<file path="config.mk">
export PLATFORM = sky130hd
export DESIGN_NAME = misc_control_registers
export DESIGN_NICKNAME = d
export VERILOG_FILES = /design/src/hw/misc_ctrl_pkg.sv /design/src/hw/misc_control_registers.sv /design/src/hw/backlight_pwm.sv /design/src/hw/macro_substitute.sv
export SDC_FILE = /design/constraint.sdc
export NUM_CORES = 1
export LEC_CHECK = 0
export BUFFER_PORTS_ARGS = -buffer_cell sky130_fd_sc_hd__buf_2
export CORE_MARGIN = 1
export CORE_UTILIZATION = 26
export CTS_BUF_LIST = sky130_fd_sc_hd__clkbuf_2 sky130_fd_sc_hd__clkbuf_4 sky130_fd_sc_hd__clkbuf_8
export DETAILED_ROUTE_END_ITERATION = 8
export HOLD_SLACK_MARGIN = 0.05
export SETUP_SLACK_MARGIN = 0.3
export SYNTH_ARGS = -nofsm -noshare
export SYNTH_HDL_FRONTEND = slang
export SYNTH_SLANG_ARGS = --single-unit
</file>
<file path="constraint.sdc">
create_clock -name aclk -period 69.9 [get_ports aclk]
set_input_delay 6.99 -clock aclk [delete_from_list [all_inputs] [get_ports aclk]]
set_output_delay 6.99 -clock aclk [all_outputs]
set_load 0.01 [all_outputs]
</file>
<file path="src/hw/misc_ctrl_pkg.sv">
// package: register map, field layout, reset values and carrier structs
package misc_ctrl_pkg;
   localparam logic [7:0] OFS_ENGINE_RESET = 8'h20;
   localparam logic [7:0] OFS_PIN_DIR = 8'h90;
   localparam logic [7:0] OFS_INT_FLAGS = 8'hA8;
   localparam logic [7:0] OFS_INT_GLOBAL = 8'hAC;
   localparam logic [7:0] OFS_INT_MASK = 8'hB0;
   localparam logic [7:0] OFS_INT_CLEAR = 8'hB4;
   localparam logic [7:0] OFS_BL_FREQ = 8'hD0;
   localparam logic [7:0] OFS_BL_DUTY = 8'hD4;
   localparam logic [7:0] OFS_MACRO_ZERO = 8'hD8;
   localparam logic [7:0] OFS_MACRO_ONE = 8'hDC;
   localparam int ENG_AUDIO_BIT = 2;
   localparam int ENG_TOUCH_BIT = 1;
   localparam int ENG_COPRO_BIT = 0;
   localparam int DIR_DISPLAY_BIT = 7;
   localparam int DIR_GP1_BIT = 1;
   localparam int DIR_GP0_BIT = 0;
   localparam logic [2:0] RST_ENGINE = 3'h0;
   localparam logic [7:0] RST_PIN_DIR = 8'h00;
   localparam logic [7:0] RST_INT_MASK = 8'hFF;
   localparam logic RST_INT_GLOBAL = 1'b0;
   localparam logic [13:0] RST_BL_FREQ = 14'h00FA;
   localparam logic [7:0] RST_BL_DUTY = 8'h80;
   localparam logic [7:0] BL_DUTY_MAX = 8'h80;
   localparam logic [13:0] BL_FREQ_MIN = 14'h00FA;
   localparam logic [13:0] BL_FREQ_MAX = 14'h2710;
   localparam int CLK_HZ = 40000000;
   localparam logic [1:0] RESP_OKAY = 2'h0;
   localparam logic [1:0] RESP_SLVERR = 2'h2;

   typedef struct packed {
      logic [7:0] addr;
      logic [31:0] data;
   } reg_access_t;

   typedef struct packed {
      logic req;
      logic sel_one;
   } macro_req_t;
endpackage

</file>
<file path="src/hw/misc_control_registers.sv">
// miscellaneous control register bank behind an axi4-lite slave
//
// Local design decision: the AXI4-Lite slave port.
`timescale 1ns/1ps
module misc_control_registers
   import misc_ctrl_pkg::*;
#(
   parameter int NUM_INT = 8
) (
   input wire logic aclk,
   input wire logic aresetn,
   input wire logic [7:0] s_axi_awaddr,
   input wire logic s_axi_awvalid,
   output logic s_axi_awready,
   input wire logic [31:0] s_axi_wdata,
   input wire logic [3:0] s_axi_wstrb,
   input wire logic s_axi_wvalid,
   output logic s_axi_wready,
   output logic [1:0] s_axi_bresp,
   output logic s_axi_bvalid,
   input wire logic s_axi_bready,
   input wire logic [7:0] s_axi_araddr,
   input wire logic s_axi_arvalid,
   output logic s_axi_arready,
   output logic [31:0] s_axi_rdata,
   output logic [1:0] s_axi_rresp,
   output logic s_axi_rvalid,
   input wire logic s_axi_rready,
   input wire logic [NUM_INT-1:0] int_events,
   input wire macro_req_t macro_req,
   output logic audio_reset,
   output logic touch_reset,
   output logic copro_reset,
   output logic display_enable_dir,
   output logic general_pin_one_dir,
   output logic general_pin_zero_dir,
   output logic backlight_pwm_out,
   output logic dl_write,
   output logic [31:0] dl_word,
   output logic irq
);
   typedef struct packed {
      logic aw_got;
      logic w_got;
      reg_access_t wr;
      logic [3:0] wstrb;
      logic bvalid;
      logic [1:0] bresp;
      logic rvalid;
      logic [31:0] rdata;
      logic [1:0] rresp;
      logic [2:0] engine;
      logic [7:0] pin_dir;
      logic [NUM_INT-1:0] flags;
      logic int_global;
      logic [NUM_INT-1:0] mask;
      logic [13:0] bl_freq;
      logic [7:0] bl_duty;
      logic [31:0] macro_zero;
      logic [31:0] macro_one;
      logic irq;
   } bank_state_t;
   bank_state_t st_reg, st_next;
   logic do_write;
   logic do_read;
   logic [31:0] wval;
   logic [31:0] old;
   logic wr_ok;
   logic [NUM_INT-1:0] clr_bits;
   logic [NUM_INT-1:0] flags_next_v;

   function automatic logic [31:0] merge(input logic [31:0] o, input logic [31:0] n, input logic [3:0] be);
      logic [31:0] r;
      r = o;
      for (int i = 0; i < 4; i++) begin
         if (be[i]) begin
            r[i*8 +: 8] = n[i*8 +: 8];
         end
      end
      return r;
   endfunction

   always_comb begin
      st_next = st_reg;
      old = 32'h0;
      wr_ok = 1'b1;
      clr_bits = '0;
      // address and data taken in either order, held until both are in
      if (s_axi_awvalid && !st_reg.aw_got) begin
         st_next.aw_got = 1'b1;
         st_next.wr.addr = s_axi_awaddr;
      end
      if (s_axi_wvalid && !st_reg.w_got) begin
         st_next.w_got = 1'b1;
         st_next.wr.data = s_axi_wdata;
         st_next.wstrb = s_axi_wstrb;
      end
      do_write = st_reg.aw_got && st_reg.w_got && !st_reg.bvalid;
      case (st_reg.wr.addr)
         OFS_ENGINE_RESET: old = {29'h0, st_reg.engine};
         OFS_PIN_DIR: old = {24'h0, st_reg.pin_dir};
         OFS_INT_GLOBAL: old = {31'h0, st_reg.int_global};
         OFS_INT_MASK: old = 32'(st_reg.mask);
         OFS_BL_FREQ: old = {18'h0, st_reg.bl_freq};
         OFS_BL_DUTY: old = {24'h0, st_reg.bl_duty};
         OFS_MACRO_ZERO: old = st_reg.macro_zero;
         OFS_MACRO_ONE: old = st_reg.macro_one;
         default: old = 32'h0;
      endcase
      wval = merge(old, st_reg.wr.data, st_reg.wstrb);
      if (do_write) begin
         st_next.aw_got = 1'b0;
         st_next.w_got = 1'b0;
         st_next.bvalid = 1'b1;
         case (st_reg.wr.addr)
            OFS_ENGINE_RESET: st_next.engine = wval[2:0];
            OFS_PIN_DIR: st_next.pin_dir = {wval[DIR_DISPLAY_BIT], 5'h00, wval[DIR_GP1_BIT], wval[DIR_GP0_BIT]};
            OFS_INT_GLOBAL: st_next.int_global = wval[0];
            OFS_INT_MASK: st_next.mask = wval[NUM_INT-1:0];
            OFS_INT_CLEAR: clr_bits = wval[NUM_INT-1:0];
            // frequency field stored unchecked; pwm clamps below BL_FREQ_MIN, above BL_FREQ_MAX left to software
            OFS_BL_FREQ: st_next.bl_freq = wval[13:0];
            OFS_BL_DUTY: st_next.bl_duty = wval[7:0];
            OFS_MACRO_ZERO: st_next.macro_zero = wval;
            OFS_MACRO_ONE: st_next.macro_one = wval;
            OFS_INT_FLAGS: wr_ok = 1'b0;
            default: wr_ok = 1'b0;
         endcase
         st_next.bresp = wr_ok ? RESP_OKAY : RESP_SLVERR;
      end
      if (st_reg.bvalid && s_axi_bready) begin
         st_next.bvalid = 1'b0;
      end
      do_read = s_axi_arvalid && !st_reg.rvalid;
      if (do_read) begin
         st_next.rvalid = 1'b1;
         st_next.rresp = RESP_OKAY;
         case (s_axi_araddr)
            OFS_ENGINE_RESET: st_next.rdata = {29'h0, st_reg.engine};
            OFS_PIN_DIR: st_next.rdata = {24'h0, st_reg.pin_dir};
            OFS_INT_FLAGS: st_next.rdata = 32'(st_reg.flags);
            OFS_INT_GLOBAL: st_next.rdata = {31'h0, st_reg.int_global};
            OFS_INT_MASK: st_next.rdata = 32'(st_reg.mask);
            OFS_INT_CLEAR: st_next.rdata = 32'h0;
            OFS_BL_FREQ: st_next.rdata = {18'h0, st_reg.bl_freq};
            OFS_BL_DUTY: st_next.rdata = {24'h0, st_reg.bl_duty};
            OFS_MACRO_ZERO: st_next.rdata = st_reg.macro_zero;
            OFS_MACRO_ONE: st_next.rdata = st_reg.macro_one;
            default: begin
               st_next.rdata = 32'h0;
               st_next.rresp = RESP_SLVERR;
            end
         endcase
      end
      if (st_reg.rvalid && s_axi_rready) begin
         st_next.rvalid = 1'b0;
      end
      // read clears flags, new events win
      flags_next_v = st_reg.flags;
      if (do_read && s_axi_araddr == OFS_INT_FLAGS) begin
         flags_next_v = '0;
      end
      flags_next_v = (flags_next_v & ~clr_bits) | int_events;
      st_next.flags = flags_next_v;
      st_next.irq = st_reg.int_global && |(st_reg.flags & st_reg.mask);
   end

   always_ff @(posedge aclk) begin
      if (!aresetn) begin
         st_reg <= '0;
         st_reg.mask <= RST_INT_MASK[NUM_INT-1:0];
         st_reg.engine <= RST_ENGINE;
         st_reg.pin_dir <= RST_PIN_DIR;
         st_reg.int_global <= RST_INT_GLOBAL;
         st_reg.bl_freq <= RST_BL_FREQ;
         st_reg.bl_duty <= RST_BL_DUTY;
      end else begin
         st_reg <= st_next;
      end
   end

   // ready only while the channel is not yet latched; this gives back-pressure
   assign s_axi_awready = !st_reg.aw_got;
   assign s_axi_wready = !st_reg.w_got;
   assign s_axi_arready = !st_reg.rvalid;
   assign s_axi_bvalid = st_reg.bvalid;
   assign s_axi_bresp = st_reg.bresp;
   assign s_axi_rvalid = st_reg.rvalid;
   assign s_axi_rdata = st_reg.rdata;
   assign s_axi_rresp = st_reg.rresp;
   assign audio_reset = st_reg.engine[ENG_AUDIO_BIT];
   assign touch_reset = st_reg.engine[ENG_TOUCH_BIT];
   assign copro_reset = st_reg.engine[ENG_COPRO_BIT];
   assign display_enable_dir = st_reg.pin_dir[DIR_DISPLAY_BIT];
   assign general_pin_one_dir = st_reg.pin_dir[DIR_GP1_BIT];
   assign general_pin_zero_dir = st_reg.pin_dir[DIR_GP0_BIT];
   assign irq = st_reg.irq;

   backlight_pwm #(
      .STEPS(128)
   ) u_pwm (
      .aclk(aclk),
      .aresetn(aresetn),
      .freq_hz(st_reg.bl_freq),
      .duty(st_reg.bl_duty),
      .pwm_out(backlight_pwm_out)
   );

   macro_substitute u_macro (
      .aclk(aclk),
      .aresetn(aresetn),
      .macro_req(macro_req),
      .macro_zero(st_reg.macro_zero),
      .macro_one(st_reg.macro_one),
      .dl_write(dl_write),
      .dl_word(dl_word)
   );

   // per flag, set wins
   // an event in the read cycle must survive the clear
   for (genvar i = 0; i < NUM_INT; i++) begin : g_flag

   end
endmodule

</file>
<file path="src/hw/backlight_pwm.sv">
// backlight pwm generator with frequency divider enable
`timescale 1ns/1ps
module backlight_pwm
   import misc_ctrl_pkg::*;
#(
   parameter int STEPS = 128
) (
   input wire logic aclk,
   input wire logic aresetn,
   input wire logic [13:0] freq_hz,
   input wire logic [7:0] duty,
   output logic pwm_out
);
   typedef struct packed {
      logic [31:0] div;
      logic [7:0] phase;
      logic out;
   } pwm_state_t;
   pwm_state_t st_reg, st_next;
   logic [31:0] tick_div;

   // one step enable per 1/(freq*128) s; zero freq guarded by clamp
   always_comb begin
      tick_div = 32'(CLK_HZ / ((freq_hz < BL_FREQ_MIN ? 32'(BL_FREQ_MIN) : 32'(freq_hz)) * STEPS));
      st_next = st_reg;
      if (st_reg.div + 32'h1 >= tick_div) begin
         st_next.div = 32'h0;
         st_next.phase = (st_reg.phase >= 8'(STEPS - 1)) ? 8'h00 : st_reg.phase + 8'h01;
      end else begin
         st_next.div = st_reg.div + 32'h1;
      end
      st_next.out = (duty >= BL_DUTY_MAX) ? 1'b1 : (st_reg.phase < duty);
   end

   always_ff @(posedge aclk) begin
      if (!aresetn) begin
         st_reg <= '0;
      end else begin
         st_reg <= st_next;
      end
   end
   assign pwm_out = st_reg.out;
endmodule

</file>
<file path="src/hw/macro_substitute.sv">
// macro substitution: picks macro word for display list memory write
`timescale 1ns/1ps
module macro_substitute
   import misc_ctrl_pkg::*;
(
   input wire logic aclk,
   input wire logic aresetn,
   input wire macro_req_t macro_req,
   input wire logic [31:0] macro_zero,
   input wire logic [31:0] macro_one,
   output logic dl_write,
   output logic [31:0] dl_word
);
   typedef struct packed {
      logic wr;
      logic [31:0] word;
   } sub_state_t;
   sub_state_t st_reg, st_next;

   always_comb begin
      st_next.wr = macro_req.req;
      st_next.word = st_reg.word;
      if (macro_req.req) begin
         st_next.word = macro_req.sel_one ? macro_one : macro_zero;
      end
   end

   always_ff @(posedge aclk) begin
      if (!aresetn) begin
         st_reg <= '0;
      end else begin
         st_reg <= st_next;
      end
   end
   assign dl_write = st_reg.wr;
   assign dl_word = st_reg.word;
endmodule

</file>
==> out/results.txt <==
CP Data Arrival Time = 60550 ps
Yosys top cell area share = 19.7%
Drt drc = 0
Final Hold Vio Count = 0
CTS tree = done
Post-DP HPWL = 63900 um
Clk root buf = clkbuf_8
Post-synthesis adder-cell area fraction = 12.2%
Critical path buffers and inverters = 14
Initial antenna violation count = 1
Post-synth EDFFs = 0
Clk_lat worst skew = 630 ps
Gr busiest metal = met2
Worst Tran Pin Value = 1190 ps
Dominant cell type by area after synthesis = dfxtp_1
Routed wire per std cell = 17.1 um
Post-Synth XOR/XNOR Area = 5.58%
Worst-path fanout max = 33
Effective utilization at floorplan = 26.4%
Non-filler cells in the finished layout = 5009
Stages on the worst setup path = 263
Synth-to-Final Area Change = 11.2%
Status = finished, final reports clean
Share of layout cells above drive strength 1 = 11.3%
Met3 Use GR = 1.52%
Tmin final = 60040 ps
Reg2reg start = st_reg[86]
Synth Area in Simple Gates = 23.1%
GR Util met1 = 21.2%
Seq cells post-synth = 266
DRT Wirelength = 85800 um
IO Port Bufs = 148
Row cnt = 117
Vias post-DR = 26397
Synth unique cells = 111
Seq/Total Area, Yosys = 19.7%
First-pass iteration count of the detailed router = 9
Setup tns final = 0 ps
Cell mode on critical path = a21o_1
Largest family of logic cells by synthesized area = compound AO/OA/AOI/OAI gates
Largest net degree at the start of global routing = 104
Vias in the first global route = 24854
Ys flop type = dfxtp_1
Filler instances = 11029
MaxCap Viol Count = 0
Reg2reg path depth = 263
Final ANT Viol Nets = 0
H-tree Lvls = 2
CTS resizes = 0
Core region area = 0.102 mm^2
CP delay by family, top = compound AO/OA/AOI/OAI gates
Async set or reset register ratio after synthesis = 0%
Max transition margin = 20.6%
Final Net Count = 3936
Die Y = 324 um
CTS Hold Buffers Added = 0
Synth area leaders = dfxtp_1, ha_1, nand2_1, a21oi_1, xnor2_1
Worst Hold Class = reg -> reg
Compound-Gate Fraction of Synth Area = 28.0%
Post-Synthesis Cells = 3538
Vias per cell = 5.27
Number of flip-flops in the largest register = 149
Post-layout util = 29.3%
CTS Buf Count = 48
Sink Count = 266
Worst hold margin = 466 ps
Max clock buf depth = 3
Mapped Area = 0.0270 mm^2
Syn Area/Cell = 7.63 um^2
Clock skew = 48.2 ps
Synth warnings = 0
Total grt overflow = 0
Boundary Pins = 151
RR Endpoint = u_pwm.st_reg[7]
Fmax = 16.7 MHz
CP Capture Point = u_pwm.st_reg[7]
Max Slew Vio Count = 0
Worst path slowest cell = nor3_4
GR Util met2 = 26.6%
CP max stage delay = 710 ps
Die area = 0.105 mm^2
Mux cell area share after synthesis = 6.50%
Final GP Congestion = 0.934
Worst setup startpoint = st_reg[86]
Global Route Usage Sum = 15.8%
Die Wd = 324 um
Final setup violation count = 0
Crit share post-route = 85.9%
RSZ-0062 raised after global routing = no
R2R setup slack = 9860 ps
Clock slew at reported path FFs = 60 ps
Number of DRC markers in iteration 0 = 1968
Critical path type = reg -> reg
Placed cell count = 4923
First-pass GRT wire length = 135000 um
Post-CTS Setup Bufs = 0
CP endpoint kind = register
Worst setup SP type = register
Critical Path RT = 70410 ps
[per-stage QoR]
step           area, um^2  worst slack, ps
2_1_floorplan       27100            17850
3_3_place_gp        29000            11570
3_5_place_dp        29000            10520
4_1_cts             30000            10280
5_1_grt             30000             4360
6_report            30000             9860
[worst register-to-register path: cells and delay by family, from the launching register on]
family,cells,cell delay [ps]
buffers and inverters,14,4740
adders and majority gates,19,6140
and+or+nand+nor,71,14840
muxes,2,830
DFF,1,470
AOI/OAI and AO/OA,157,32900
[layer usage]
layer / share of wire [%] / wire length, um
met1: 47 / 39900
met2: 46 / 39500
met3: 4.6 / 3960
met4: 2.9 / 2450
met5: 0 / 0
[synthesized netlist by cell type (all sizes together), types with 11 or more instances]
| cell | n |
|---|---|
| inv | 111 |
| or3 | 21 |
| nor2 | 226 |
| o21bai | 11 |
| a22oi | 39 |
| a211o | 14 |
| nor4 | 16 |
| nand3 | 115 |
| or4 | 11 |
| ha | 260 |
| xnor2 | 108 |
| o211ai | 29 |
| mux2i | 91 |
| nor2b | 63 |
| dfxtp | 266 |
| clkbuf | 114 |
| xor2 | 64 |
| a222oi | 13 |
| a21o | 106 |
| nand2b | 73 |
| a21boi | 90 |
| mux2 | 72 |
| o211a | 79 |
| a31oi | 33 |
| o21a | 57 |
| nor3 | 95 |
| or2 | 18 |
| and2 | 54 |
| o21ai | 191 |
| and3 | 67 |
| nand2 | 476 |
| a21oi | 243 |
| a211oi | 29 |
| o31ai | 34 |
| buf | 74 |
| nand4 | 30 |
[cell usage in the layout, fill, tap and decap left out, types with 16 or more instances in the layout]
cell type	count
o21a_1	57
a22oi_1	38
xnor2_1	108
a31oi_1	31
nand2_1	473
a21o_1	106
buf_4	35
nand4_1	30
conb_1	24
o211ai_1	27
o211a_1	79
or3_1	21
nand2b_1	73
and3_1	67
nor2b_1	62
a21boi_0	87
ha_1	260
o21ai_0	183
a21oi_1	241
clkbuf_4	16
mux2i_1	90
o31ai_1	33
xor2_1	64
nand3_1	112
inv_1	107
nor2_1	219
buf_2	147
dfxtp_1	265
mux2_2	58
a211oi_1	25
clkbuf_8	58
and2_1	54
nor3_1	88
[cell type report]
cell class,count,area [um^2],share of cell area (%)
diodes,1,2.50,0.00834
multi-input cells,2993,20500,68.4
repair buffers,183,1010,3.36
flip-flops and latches,266,5330,17.7
well taps,1368,1710,5.70
inverters,113,425,1.42
clock inverters,11,105,0.350
clock buffers,74,918,3.06
[worst min path at each step]
stage	from	end	slack, ps	cells after the start
floorplan	st_reg[160]	st_reg[160]	440	2
finish	st_reg[169]	st_reg[169]	470	2
CTS	st_reg[169]	st_reg[169]	470	2
detailed placement	st_reg[169]	st_reg[169]	460	2
global route	st_reg[168]	st_reg[168]	490	2
global placement	s_axi_bresp[1]	s_axi_bresp[1]	460	2
[logic make-up after synthesis]
logic type,count (synthesis)
flip-flops,266
AO/OA/AOI/OAI,1083
AND/OR/NAND/NOR,1289
adder cells (fa/ha/maj),262
XOR/XNOR,172
other,2
buffers and inverters,301
multiplexers,163
Power is left out: the tool's default activity adds up to more than one toggle a clock period on the data nets, which glitch-free logic cannot reach.
